`src/logic/bank_ext_defs.vh`:
```
// Purpose: constants for the memory bank extension controller
// Assumes: 12-bit processor word, 3-bit bank numbers, eight 4K banks
// Notes: io transfer function codes are local choices for this block
`ifndef BANK_EXT_DEFS_VH
`define BANK_EXT_DEFS_VH

`define BANK_W          3
`define WORD_W          12
`define BANK_COUNT      8
`define BANK_WORDS      4096
`define TOTAL_WORDS     32768
`define BANK_RESET      3'h0

// major states presented by the processor
`define MAJ_FETCH       2'h0
`define MAJ_DEFER       2'h1
`define MAJ_EXECUTE     2'h2

// io transfer device code and function codes (low three bits of the instruction)
`define DEV_CODE_W      3
`define DEV_CODE        3'h2
`define FN_CDF          3'h1
`define FN_CIF          3'h2
`define FN_CIDF         3'h3
`define FN_RD_DF        3'h4
`define FN_RD_IF        3'h5
`define FN_RD_SAVE      3'h6
`define FN_RMF          3'h7

// opcode field of the instruction word
`define OP_IOT          3'h6
`define OP_OPR          3'h7
`define HLT_BIT         1
`define OSR_BIT         2
`define OPR_GROUP2_BIT  8
`define OPR_GROUP_BIT   0
`define IOT_RTF_CODE    9'h005
`define CAUSE_HLT       2'h1
`define CAUSE_OSR       2'h2
`define CAUSE_IOT       2'h3

`endif

```
`src/logic/bank_save_buf.v`:
```
// Purpose: save buffer holding code and operand bank at interrupt entry
// Assumes: single clock, asynchronous active-high reset
// Notes: read data comes straight out of the capture registers; there is no read request
`timescale 1ns/10ps
`include "bank_ext_defs.vh"

module bank_save_buf (
    // clock and reset
    input  wire                 clk_i,
    input  wire                 rst_i,
    // capture side
    input  wire                 save_i,
    input  wire [`BANK_W-1:0]   code_bank_i,
    input  wire [`BANK_W-1:0]   oper_bank_i,
    input  wire                 user_i,
    // read side
    output reg  [`BANK_W-1:0]   code_save_o,
    output reg  [`BANK_W-1:0]   oper_save_o,
    output reg                  user_save_o
);

    // capture on interrupt entry only, so data breaks never touch the copy
    always @(posedge clk_i or posedge rst_i) begin
        if (rst_i) begin
            code_save_o <= `BANK_RESET;
            oper_save_o <= `BANK_RESET;
            user_save_o <= 1'b0;
        end else if (save_i) begin
            code_save_o <= code_bank_i;
            oper_save_o <= oper_bank_i;
            user_save_o <= user_i;
        end
    end

endmodule // bank_save_buf

```
`src/logic/memory_field_extension.v`:
```
// Purpose: memory bank extension controller for a 12-bit processor
// Assumes: processor bus inputs synchronous to clk_i; one instruction per strobe
// Notes: jumper input ts_enable_i low disables every time-share function
`timescale 1ns/10ps
`include "bank_ext_defs.vh"

module memory_field_extension (
    // clock and reset
    input  wire                 clk_i,
    input  wire                 rst_i,
    // build-time jumper: high lets time-share logic work
    input  wire                 ts_enable_i,
    // processor state
    input  wire [1:0]           major_state_i,
    input  wire                 indirect_i,
    input  wire                 instr_valid_i,
    input  wire [`WORD_W-1:0]   instr_i,
    input  wire                 instr_done_i,
    input  wire                 jmp_jms_i,
    input  wire                 int_entry_i,
    input  wire [`WORD_W-1:0]   ac_i,
    // console
    input  wire                 console_load_code_i,
    input  wire                 console_load_oper_i,
    input  wire [`BANK_W-1:0]   switch_bank_i,
    // data break
    input  wire                 break_i,
    // bank lines toward memory
    output reg  [`BANK_W-1:0]   ext_bank_lines_o,
    output reg                  ext_bank_oe_o,
    // data bus back to the processor
    output reg  [`WORD_W-1:0]   data_o,
    output reg                  data_oe_o,
    // control back to the processor
    output reg                  int_inhibit_o,
    output reg                  user_mode_o,
    output reg                  irq_line_o,
    output reg                  skip_o,
    output reg  [1:0]           trap_cause_o
);

    // bank and mode state
    reg [`BANK_W-1:0] code_bank_reg;     // one of eight 4K banks
    reg [`BANK_W-1:0] operand_bank_reg;
    reg [`BANK_W-1:0] code_pend_reg;
    reg               code_pend_valid_reg;
    reg               user_reg;
    reg               user_pend_reg;
    reg               user_trap_reg;
    reg               inhibit_reg;

    wire [`BANK_W-1:0] code_save;
    wire [`BANK_W-1:0] oper_save;
    wire               user_save;

    // instruction decode
    wire [2:0] opcode  = instr_i[11:9];
    wire       is_iot  = instr_valid_i && (opcode == `OP_IOT);
    wire       is_ours = is_iot && (instr_i[8:6] == 3'h2);
    wire [2:0] fn      = instr_i[2:0];
    wire [2:0] fbank   = instr_i[5:3];
    wire       rd_grp  = is_ours && (instr_i[5:3] == 3'h1);
    wire       chg_grp = is_ours && !rd_grp;
    wire       is_rtf  = is_iot && (instr_i[8:0] == `IOT_RTF_CODE);
    wire       op_cdf  = chg_grp && fn[0];
    wire       op_cif  = chg_grp && fn[1];
    // restore-bank shares function 4 with the status read: one strobe does both
    wire       op_rmf  = rd_grp && (fn == 3'h4);
    wire       is_hlt  = instr_valid_i && (opcode == `OP_OPR) && instr_i[`OPR_GROUP2_BIT]
                         && !instr_i[`OPR_GROUP_BIT] && instr_i[`HLT_BIT];
    wire       is_osr  = instr_valid_i && (opcode == `OP_OPR) && instr_i[`OPR_GROUP2_BIT]
                         && !instr_i[`OPR_GROUP_BIT] && instr_i[`OSR_BIT];
    wire       ts_on   = ts_enable_i;
    wire       trap    = ts_on && user_reg && (is_hlt || is_osr || is_iot);

    // read group strobes, one per function code
    wire       rd_skip   = rd_grp && (fn == 3'h0);
    wire       rd_oper   = rd_grp && (fn == 3'h1);
    wire       rd_code   = rd_grp && (fn == 3'h2);
    wire       rd_status = rd_grp && (fn == 3'h4);
    wire       rd_saved  = rd_grp && (fn == 3'h6);
    // only these four drive the data bus; the skip test answers on skip_o alone
    wire       rd_any    = rd_oper || rd_code || rd_status || rd_saved;

    // bank changes that the trap logic lets through, and the jump that ends them
    wire       bank_chg  = (op_cif || op_rmf || is_rtf) && !trap;
    wire       jump_done = jmp_jms_i && instr_done_i;

    // trap cause: a halt ranks first, then a switch read, anything else is io
    reg  [1:0]         cause_next;
    always @* begin
        cause_next = `CAUSE_IOT;
        if (is_hlt)
            cause_next = `CAUSE_HLT;
        else if (is_osr)
            cause_next = `CAUSE_OSR;
    end

    // word offered by the read functions; status packs user flag and both banks
    reg  [`WORD_W-1:0] data_next;
    always @* begin
        case (fn)
            3'h1:    data_next = {6'h00, operand_bank_reg, 3'h0};
            3'h2:    data_next = {6'h00, code_bank_reg, 3'h0};
            3'h4:    data_next = {5'h00, user_reg, code_bank_reg, operand_bank_reg};
            3'h6:    data_next = {5'h00, user_save, code_save, oper_save};
            default: data_next = 12'h000;
        endcase
    end

    // bank register put on the lines, from major state and the indirect flag
    reg  [`BANK_W-1:0] lines_next;
    always @* begin
        case (major_state_i)
            `MAJ_FETCH:   lines_next = code_bank_reg;
            `MAJ_DEFER:   lines_next = code_bank_reg;
            `MAJ_EXECUTE: lines_next = indirect_i ? operand_bank_reg
                                                  : code_bank_reg;
            default:      lines_next = code_bank_reg;
        endcase
    end

    bank_save_buf u_save (
        .clk_i       (clk_i),
        .rst_i       (rst_i),
        .save_i      (int_entry_i),
        .code_bank_i (code_bank_reg),
        .oper_bank_i (operand_bank_reg),
        .user_i      (user_reg),
        .code_save_o (code_save),
        .oper_save_o (oper_save),
        .user_save_o (user_save)
    );

    // bank registers: console, io transfer, restore, interrupt entry
    always @(posedge clk_i or posedge rst_i) begin
        if (rst_i) begin
            code_bank_reg       <= `BANK_RESET;
            operand_bank_reg    <= `BANK_RESET;
            code_pend_reg       <= `BANK_RESET;
            code_pend_valid_reg <= 1'b0;
            user_reg            <= 1'b0;
            user_pend_reg       <= 1'b0;
        end else if (break_i) begin
            // a data break leaves every bank register alone
            code_bank_reg <= code_bank_reg;
        end else if (int_entry_i) begin
            // interrupt runs in bank 0, monitor mode; old values kept in save buffer
            code_bank_reg       <= `BANK_RESET;
            operand_bank_reg    <= `BANK_RESET;
            code_pend_valid_reg <= 1'b0;
            user_reg            <= 1'b0;
        end else begin
            // console switches load either register directly
            if (console_load_code_i)
                code_bank_reg <= switch_bank_i;
            if (console_load_oper_i)
                operand_bank_reg <= switch_bank_i;
            // io transfers change banks; a trapped one changes nothing
            if (op_cdf && !trap)
                operand_bank_reg <= fbank;
            if (op_cif && !trap) begin
                code_pend_reg       <= fbank;
                code_pend_valid_reg <= 1'b1;
            end
            // restore-bank brings back what interrupt entry saved
            if (op_rmf && !trap) begin
                operand_bank_reg    <= oper_save;
                code_pend_reg       <= code_save;
                code_pend_valid_reg <= 1'b1;
                user_pend_reg       <= user_save;
            end
            // restore-flags takes both banks and the user flag from the accumulator
            if (is_rtf && !trap) begin
                operand_bank_reg    <= ac_i[2:0];
                code_pend_reg       <= ac_i[5:3];
                code_pend_valid_reg <= 1'b1;
                user_pend_reg       <= ts_on & ac_i[6];
            end
            // a pending code bank takes hold at the next jump, as software expects
            if (jmp_jms_i && code_pend_valid_reg) begin
                code_bank_reg       <= code_pend_reg;
                code_pend_valid_reg <= 1'b0;
                user_reg            <= ts_on & user_pend_reg;
            end
        end
    end

    // interrupt inhibit: held from bank change until the jump completes it
    always @(posedge clk_i or posedge rst_i) begin
        if (rst_i)
            inhibit_reg <= 1'b0;
        else if (bank_chg)
            inhibit_reg <= 1'b1;
        else if (jump_done)
            inhibit_reg <= 1'b0;
    end

    // user trap flag; set beats the clearing read in the same cycle
    always @(posedge clk_i or posedge rst_i) begin
        if (rst_i) begin
            user_trap_reg <= 1'b0;
            trap_cause_o  <= 2'h0;
        end else if (trap) begin
            user_trap_reg <= 1'b1;
            trap_cause_o  <= cause_next;
        end else if (rd_saved && !user_reg) begin
            // monitor reads the saved word and thereby acknowledges the trap
            user_trap_reg <= 1'b0;
        end else if (!ts_on) begin
            user_trap_reg <= 1'b0;
        end
    end

    // bank line selection from major state and indirect flag
    always @(posedge clk_i or posedge rst_i) begin
        if (rst_i) begin
            ext_bank_lines_o <= `BANK_RESET;
            ext_bank_oe_o    <= 1'b0;
        end else if (break_i) begin
            ext_bank_lines_o <= `BANK_RESET;
            ext_bank_oe_o    <= 1'b0;
        end else begin
            ext_bank_oe_o    <= 1'b1;
            ext_bank_lines_o <= lines_next;
        end
    end

    // bank read instructions drive the data bus for a store via the accumulator
    always @(posedge clk_i or posedge rst_i) begin
        if (rst_i) begin
            data_o    <= 12'h000;
            data_oe_o <= 1'b0;
        end else begin
            data_oe_o <= rd_any;
            data_o    <= data_next;
        end
    end

    // control outputs to the processor
    always @(posedge clk_i or posedge rst_i) begin
        if (rst_i) begin
            int_inhibit_o <= 1'b0;
            user_mode_o   <= 1'b0;
            irq_line_o    <= 1'b0;
            skip_o        <= 1'b0;
        end else begin
            // drops with the completing jump, so the processor may interrupt at once
            int_inhibit_o <= (inhibit_reg && !jump_done) || bank_chg;
            user_mode_o   <= ts_on && user_reg;
            irq_line_o    <= ts_on && (user_trap_reg || trap);
            skip_o        <= ts_on && rd_skip && user_trap_reg;
        end
    end

endmodule // memory_field_extension

```
`config.mk`:
```
export PLATFORM = sky130hd
export DESIGN_NAME = memory_field_extension
export DESIGN_NICKNAME = d
export VERILOG_FILES = /design/src/logic/bank_save_buf.v /design/src/logic/memory_field_extension.v
export VERILOG_INCLUDE_DIRS = /design/src /design/src/logic
export SDC_FILE = /design/constraint.sdc
export NUM_CORES = 1
export LEC_CHECK = 0
export ABC_AREA = 1
export BUFFER_PORTS_ARGS = -buffer_cell sky130_fd_sc_hd__buf_2
export CAP_MARGIN = 5
export CORE_MARGIN = 3
export CORE_UTILIZATION = 40
export CTS_CLUSTER_SIZE = 40
export DETAILED_ROUTE_END_ITERATION = 8
export PLACE_DENSITY = 0.65
export REMOVE_ABC_BUFFERS = 1
export SLEW_MARGIN = 5
export SYNTH_ARGS = -nofsm -noshare
export SYNTH_HDL_FRONTEND = slang
export SYNTH_HIERARCHICAL = 1
export SYNTH_SLANG_ARGS = --single-unit
```
`constraint.sdc`:
```
create_clock -name clk_i -period 1.8 [get_ports clk_i]
set_clock_uncertainty 0.1 [all_clocks]
set_input_delay 0.36 -clock clk_i [delete_from_list [all_inputs] [get_ports clk_i]]
set_output_delay 0.36 -clock clk_i [all_outputs]
set_load 0.03 [all_outputs]
```
==> out/results.ini, run 1 <==
[yosys]
avgSynthCellArea_sq_um=7.79
synthAdderAreaFrac_pct=0
synth_simple_gate_area_share_pct=36.3
netlist_instances=271
synth-xor-area-share_pct=0
seq_area_frac_synth_pct=46.2
synth_compound_area_share_pct=7.58
synthMuxAreaShare_pct=0.533
ys_top_cells_by_area=dfrtp_1 46%, nand2_1 15%, nand3_1 6.6%
synth_top_family_by_area=simple AND/OR/NAND/NOR gates
yosys.area.top_type_share_pct=46.2
ys_seq_elements=39
yosysWarnings=6
syn_area_sq_mm=0.00211
synth_area_leader_cell=dfrtp_1
yosysUniqueCellTypes=28

[hold_path]
hold_path_depth=3
hold_path.class=primary input to flop

[clock_tree]
postCtsResizedCells=0
clk-insertion-delay-late_ns=0.30
cts_sinks=39
cts.clk_slew.worst_paths_ns=0.08
post-cts-setup-buffers=0
cts_root_buf=clkbuf_8
cts_tree=built
clockBufferDepth=2
cts_hold_buffers=1
cts_buffers=5
h-tree-depth=2

[pwr]
p_per_area_mw_per_mm2=812
p_sw_uw=613
internal_power_uw=1480
sw_frac_of_total_pct=29.3
clockPowerShare_pct=35.1
p_seq_share_pct=47.9
comb_power_share_pct=16.9
p_leak_uw=0.00143
peakVddDrop_mv=0.472

[floorplanning]
start_util_pct=43.0
core_sq_mm=0.00491
die_h_um=78.7
io_pins=63
fp-row-count=25
dieArea_sq_mm=0.00619
die_width_um=78.7

[worst_setup_path]
cp-end-kind=flop
max_stage_delay_ns=0.42
path_cells=nand2_1, inv_1, nand2_4, nand2_1, nand2_1, nand2_2, nor2_4, inv_2, nand2_1, nand2_1
cpMostUsedCell=nand2_1
path_max_fanout=9
r2r_cells=10
cp_data_required_time_ns=1.89
start_kind=flop
critPathKind=flop to flop
cp.arrival_ns=1.60
crit_path_top_delay_cell=dfrtp_1

[placed_design]
dpl.hpwl_um=3920
port_buffers=52
pre_cts_slack_ns=0.00918
place_congestion=0.807

[sta]
finalCritPeriodShare_pct=83.8
rsz0062_at_grt=no
report.final.hold_viol_count=0
fin_setup_tns_ns=0
slew_violations=0
timing.fmax_mhz=663
fin_ws_ns=0.291
fin_crit_ns=1.51
setup_viol=0

[route]
drcViolationCount=0
detail-route-antenna-nets=0
wire_per_inst_um=12.2
first_pass_iters=4
drt-total-wl_um=4870
vias_per_cell=4.66
dr_total_vias=1865
drt_iter0_markers=85

[global_route]
grt_pass1_vias=1860
grt_max_degree=33
antenna_found_initial=0
gr-usage-all-layers_pct=17.5
grt_first_pass_wirelength_um=8410
globalRoute.totalOverflow=0

[finish]
antenna-diode-count=0
largest_reg_flops=7
regMostFlops=data_o
syn_to_final_growth_pct=21.8
final_cell_mix=83 x nand2_1, 52 x buf_2, 39 x dfrtp_1
nNetsFinal=372
final_common_cell=nand2_1
drive_gt1_share_pct=27.9

[job]
cap_violations=0

[status]
status=finished, final reports clean

[worst paths after layout]
kind	from	to	slack, ns
hold reg to reg	code_pend_reg[2]$_DFFE_PP0P_	code_pend_reg[2]$_DFFE_PP0P_	0.39
max in group asynchronous	rst_i	code_bank_reg[2]$_DFFE_PP0P_	0.73
min in group asynchronous	rst_i	u_save/user_save_o$_DFFE_PP0P_	0.43
hold / removal	switch_bank_i[2]	code_bank_reg[2]$_DFFE_PP0P_	0.24
setup / recovery	user_reg$_DFFE_PP0P_	code_pend_reg[2]$_DFFE_PP0P_	0.29
setup reg to reg	user_reg$_DFFE_PP0P_	code_pend_reg[2]$_DFFE_PP0P_	0.29
[layout make-up]
class,instances,area (sq um)
tap,67,83.8
multi-input combinational,195,956
fill,497,2340
clock buffer,5,68.8
inverter,33,124
clock inverter,3,43.8
sequential,39,976
timing repair buffer,58,320
[synth_stat cells]
cell type  count
nand2_1       83
dfrtp_1       39
inv_1         28
nand3_1       28
nor2_1        25
nand2_2        8
a21oi_1        7
o21ai_0        7
buf_4          5
a31oi_1        4
inv_2          4
nand2_4        4
buf_6          3
nor2_4         3
o211ai_1       3
o21ai_1        3
nand3_2        2
nand4_1        2
nor2_2         2
nor3_1         2
nor3_2         2
clkinv_1       1
conb_1         1
mux2_1         1
nor3_4         1
o211ai_2       1
o21ai_2        1
o22ai_1        1
[per-layer routing]
layer  up-vias  GRT usage, %  share of wire (%)  routed length [um]
met1       833          23.5                 45                2200
met2        60          27.8                 47                2290
met3         2          4.01                7.3                 355
li1        970             -                  -                   -
met4         0          5.59               0.60                  29
met5         -             0                  0                   0
[metrics by stage]
stage / instances / util (%) / hold WS [ns] / power, uW / area [sq um]
after floorplan: 267 / - / 0.0634 / 1230 / 2060
after global placement: 391 / 49.9 / 0.217 / 1370 / 2450
after detailed placement: 391 / 49.9 / 0.209 / 1370 / 2450
after CTS: 400 / 52.4 / 0.238 / 2100 / 2570
after global routing: 400 / 52.4 / 0.246 / 2200 / 2570
final: 400 / 52.4 / 0.239 / 2090 / 2570
[logic make-up (layout without fill, tap and decap cells)]
group,Yosys count,count (layout)
AOI/OAI and AO/OA,27,27
other,1,5
and+or+nand+nor,162,162
DFF,39,39
muxes,1,1
buffers and inverters,41,99
[power by group through the flow]
stage               Combinational [uW]  Sequential [uW]  Clock, uW
floorplan                          158             1080          0
global placement                   352             1020          0
detailed placement                 355             1020          0
CTS                                358             1000        742
global route                       395             1010        789
finish                             354             1000        734
[worst max-delay path, delay by kind of cell (launching register included)]
| kind | cells | cell delay (ns) |
|---|---|---|
| buffers and inverters | 2 | 0.13 |
| AND/OR/NAND/NOR | 8 | 0.77 |
| flip-flops | 1 | 0.42 |
Power figures use the tool's default switching activity.
==> inputs of run 2 (changes only) <==
PLACE_DENSITY = 0.67   (was 0.65)
clock period = 1.2 ns   (was 1.8 ns; I/O delays follow)
==> out/results.ini, run 2 (synthesis gave the netlist of run 1 again) <==
[status]
status=complete, but fails checks
violations=setup timing

[worst_setup_path]
cp_data_required_time_ns=1.33  ; -0.56 ns
path_max_fanout=8  ; -1
r2r_cells=9  ; -1
critPathKind=primary input to flop
reg2reg_slack_ns=-0.15  ; -0.45 ns
r2r-start=user_reg$_DFFE_PP0P_
cp-end-kind=flop
cp.arrival_ns=1.48  ; -0.12 ns
r2r-end=user_pend_reg$_DFFE_PP0P_
start_kind=primary input

[route]
drt_iter0_markers=131  ; +54%
drcViolationCount=0  ; unchanged
wire_per_inst_um=13.5  ; +11%
vias_per_cell=4.90  ; +5.1%
dr_total_vias=2152  ; +15%
detail-route-antenna-nets=0  ; unchanged
first_pass_iters=4  ; unchanged
drt-total-wl_um=5940  ; +22%

[hold_path]
hold_path.class=primary input to flop
hp-start=switch_bank_i[0]
hold_path_depth=3  ; unchanged
min_to=code_bank_reg[0]$_DFFE_PP0P_

[finish]
largest_reg_flops=7  ; unchanged
stdcell_count=439  ; +9.8%
syn_to_final_growth_pct=47.2
final_common_cell=nand2_1
final_area_sq_mm=0.00311  ; +21%
drive_gt1_share_pct=41.9  ; +14 points
regMostFlops=data_o
nFillCells=413  ; -17%
nNetsFinal=411  ; +10%
final_cell_mix=75 x nand2_1, 43 x buf_4, 39 x dfrtp_1, 39 x buf_2, 26 x nand3_1
antenna-diode-count=0  ; unchanged
fin_util_pct=63.3  ; +11 points

[sta]
rsz0062_at_grt=yes
report.final.hold_viol_count=0  ; unchanged
fin_crit_ns=1.35
slew_violations=0  ; unchanged
hold_ws_ns=0.111  ; -0.128 ns
finalCritPeriodShare_pct=113
setup_viol=12  ; +12
fin_setup_tns_ns=-1.29  ; -1.29 ns
fin_ws_ns=-0.154  ; -0.445 ns
timing.fmax_mhz=739

[placed_design]
place_area_sq_mm=0.00263  ; +7.4%
place_congestion=0.898  ; +11%
place_inst=415  ; +6.1%
port_buffers=52  ; unchanged
dpl.hpwl_um=4180  ; +6.6%

[global_route]
gr-usage-all-layers_pct=19.1  ; +1.7 points
grt_pass1_vias=2003  ; +7.7%
globalRoute.totalOverflow=0  ; unchanged
grt_first_pass_wirelength_um=9340  ; +11%
grt_max_degree=33  ; unchanged
antenna_found_initial=0  ; unchanged

[clock_tree]
cts_buffers=5  ; unchanged
h-tree-depth=2  ; unchanged
clk-insertion-delay-late_ns=0.30  ; about the same
cts.clk_slew.worst_paths_ns=0.08  ; about the same
cts_tree=built
cts_root_buf=clkbuf_8
cts_sinks=39  ; unchanged
clockBufferDepth=2  ; unchanged

[pwr]
peakVddDrop_mv=0.572  ; +21%
p_leak_uw=0.00169  ; +18%
p_seq_share_pct=42.7  ; -5.2 points
p_sw_uw=989  ; +61%
sw_frac_of_total_pct=27.9  ; -1.5 points
clockPowerShare_pct=37.1  ; +2.0 points
comb_power_share_pct=20.2  ; +3.3 points
internal_power_uw=2560  ; +73%
p_per_area_mw_per_mm2=1140  ; +41%

[job]
cap_violations=0  ; unchanged

[floorplanning]
dieArea_sq_mm=0.00619  ; unchanged
start_util_pct=43.0  ; unchanged
io_pins=63  ; unchanged
core_sq_mm=0.00491  ; unchanged
die_width_um=78.7  ; unchanged
fp-row-count=25  ; unchanged
die_h_um=78.7  ; unchanged

[run 2: cell count changes in the layout (fill, tap and decap cells not counted), moves of 4 or more]
cell and delta:
buf_2 -13, nor2_1 -6, buf_4 +39, nand2_4 +4, buf_6 +9, inv_2 +4, nand2_1 -8, inv_1 -5
[run 2: power groups by stage]
stage / logic [uW] / registers [uW] / clock network, uW
final: 715 / 1520 / 1320
after global routing: 780 / 1530 / 1390
after CTS: 614 / 1500 / 1330
after detailed placement: 595 / 1530 / 0
after global placement: 586 / 1530 / 0
after floorplan: 236 / 1610 / 0
[run 2: layer usage]
metal | GRT usage [%] | part of all wire [%] | wire [um] | vias up
li1 | - | - | - | 1054
met1 | 24.9 | 41 | 2460 | 1008
met2 | 32.3 | 50 | 2990 | 80
met3 | 3.67 | 6.6 | 393 | 10
met4 | 5.24 | 1.5 | 89 | 0
met5 | 0 | 0 | 0 | -
[run 2: critical path: stages]
cell      delay, ns
buf_2          0.09
nand2_2        0.09
nor2_4         0.17
o211ai_2       0.12
nand2_2        0.14
nand2_4        0.11
buf_12         0.15
nand2_8        0.08
nand2_2        0.07
nand2_2        0.07
nor2_1         0.04
a21oi_1        0.11
[run 2: through the flow]
step                      power [uW]  worst slack, ns
after CTS                       3450           -0.146
after global placement          2110           -0.438
after global routing            3700           -0.275
after floorplan                 1850           -0.257
after detailed placement        2120           -0.462
final                           3550           -0.154
[run 2: final cells by class]
| class | count | area (sq um) | share of cell area [%] |
|---|---|---|---|
| multi-input cells | 196 | 1090 | 35.2 |
| inverters | 33 | 130 | 4.19 |
| well taps | 67 | 83.8 | 2.70 |
| flip-flops and latches | 39 | 976 | 31.4 |
| clock buffers | 6 | 72.6 | 2.33 |
| clock inverters | 2 | 60.1 | 1.93 |
| repair buffers | 96 | 692 | 22.3 |
[run 2: timing repair]
item | in CTS | in global routing
cloned | 1 | 0
buffers inserted | 6 | 8
resized for setup | 19 | 52
pin swaps | 8 | 15
setup endpoints to repair | 12 | 24
hold buffers | 1 | 0
endpoints found under the hold margin | 39 | 0
[run 2: worst max-delay path by stage]
stage	start	to	slack [ns]	cells past startpoint
4_1_cts	user_reg$_DFFE_PP0P_	operand_bank_reg[1]$_DFFE_PP0P_	-0.15	10
5_1_grt	instr_i[11]	user_pend_reg$_DFFE_PP0P_	-0.27	12
3_3_place_gp	instr_i[4]	code_pend_reg[2]$_DFFE_PP0P_	-0.44	13
6_report	instr_i[11]	user_pend_reg$_DFFE_PP0P_	-0.15	12
2_1_floorplan	instr_i[11]	code_pend_reg[0]$_DFFE_PP0P_	-0.26	12
3_5_place_dp	instr_i[4]	code_pend_reg[2]$_DFFE_PP0P_	-0.46	13
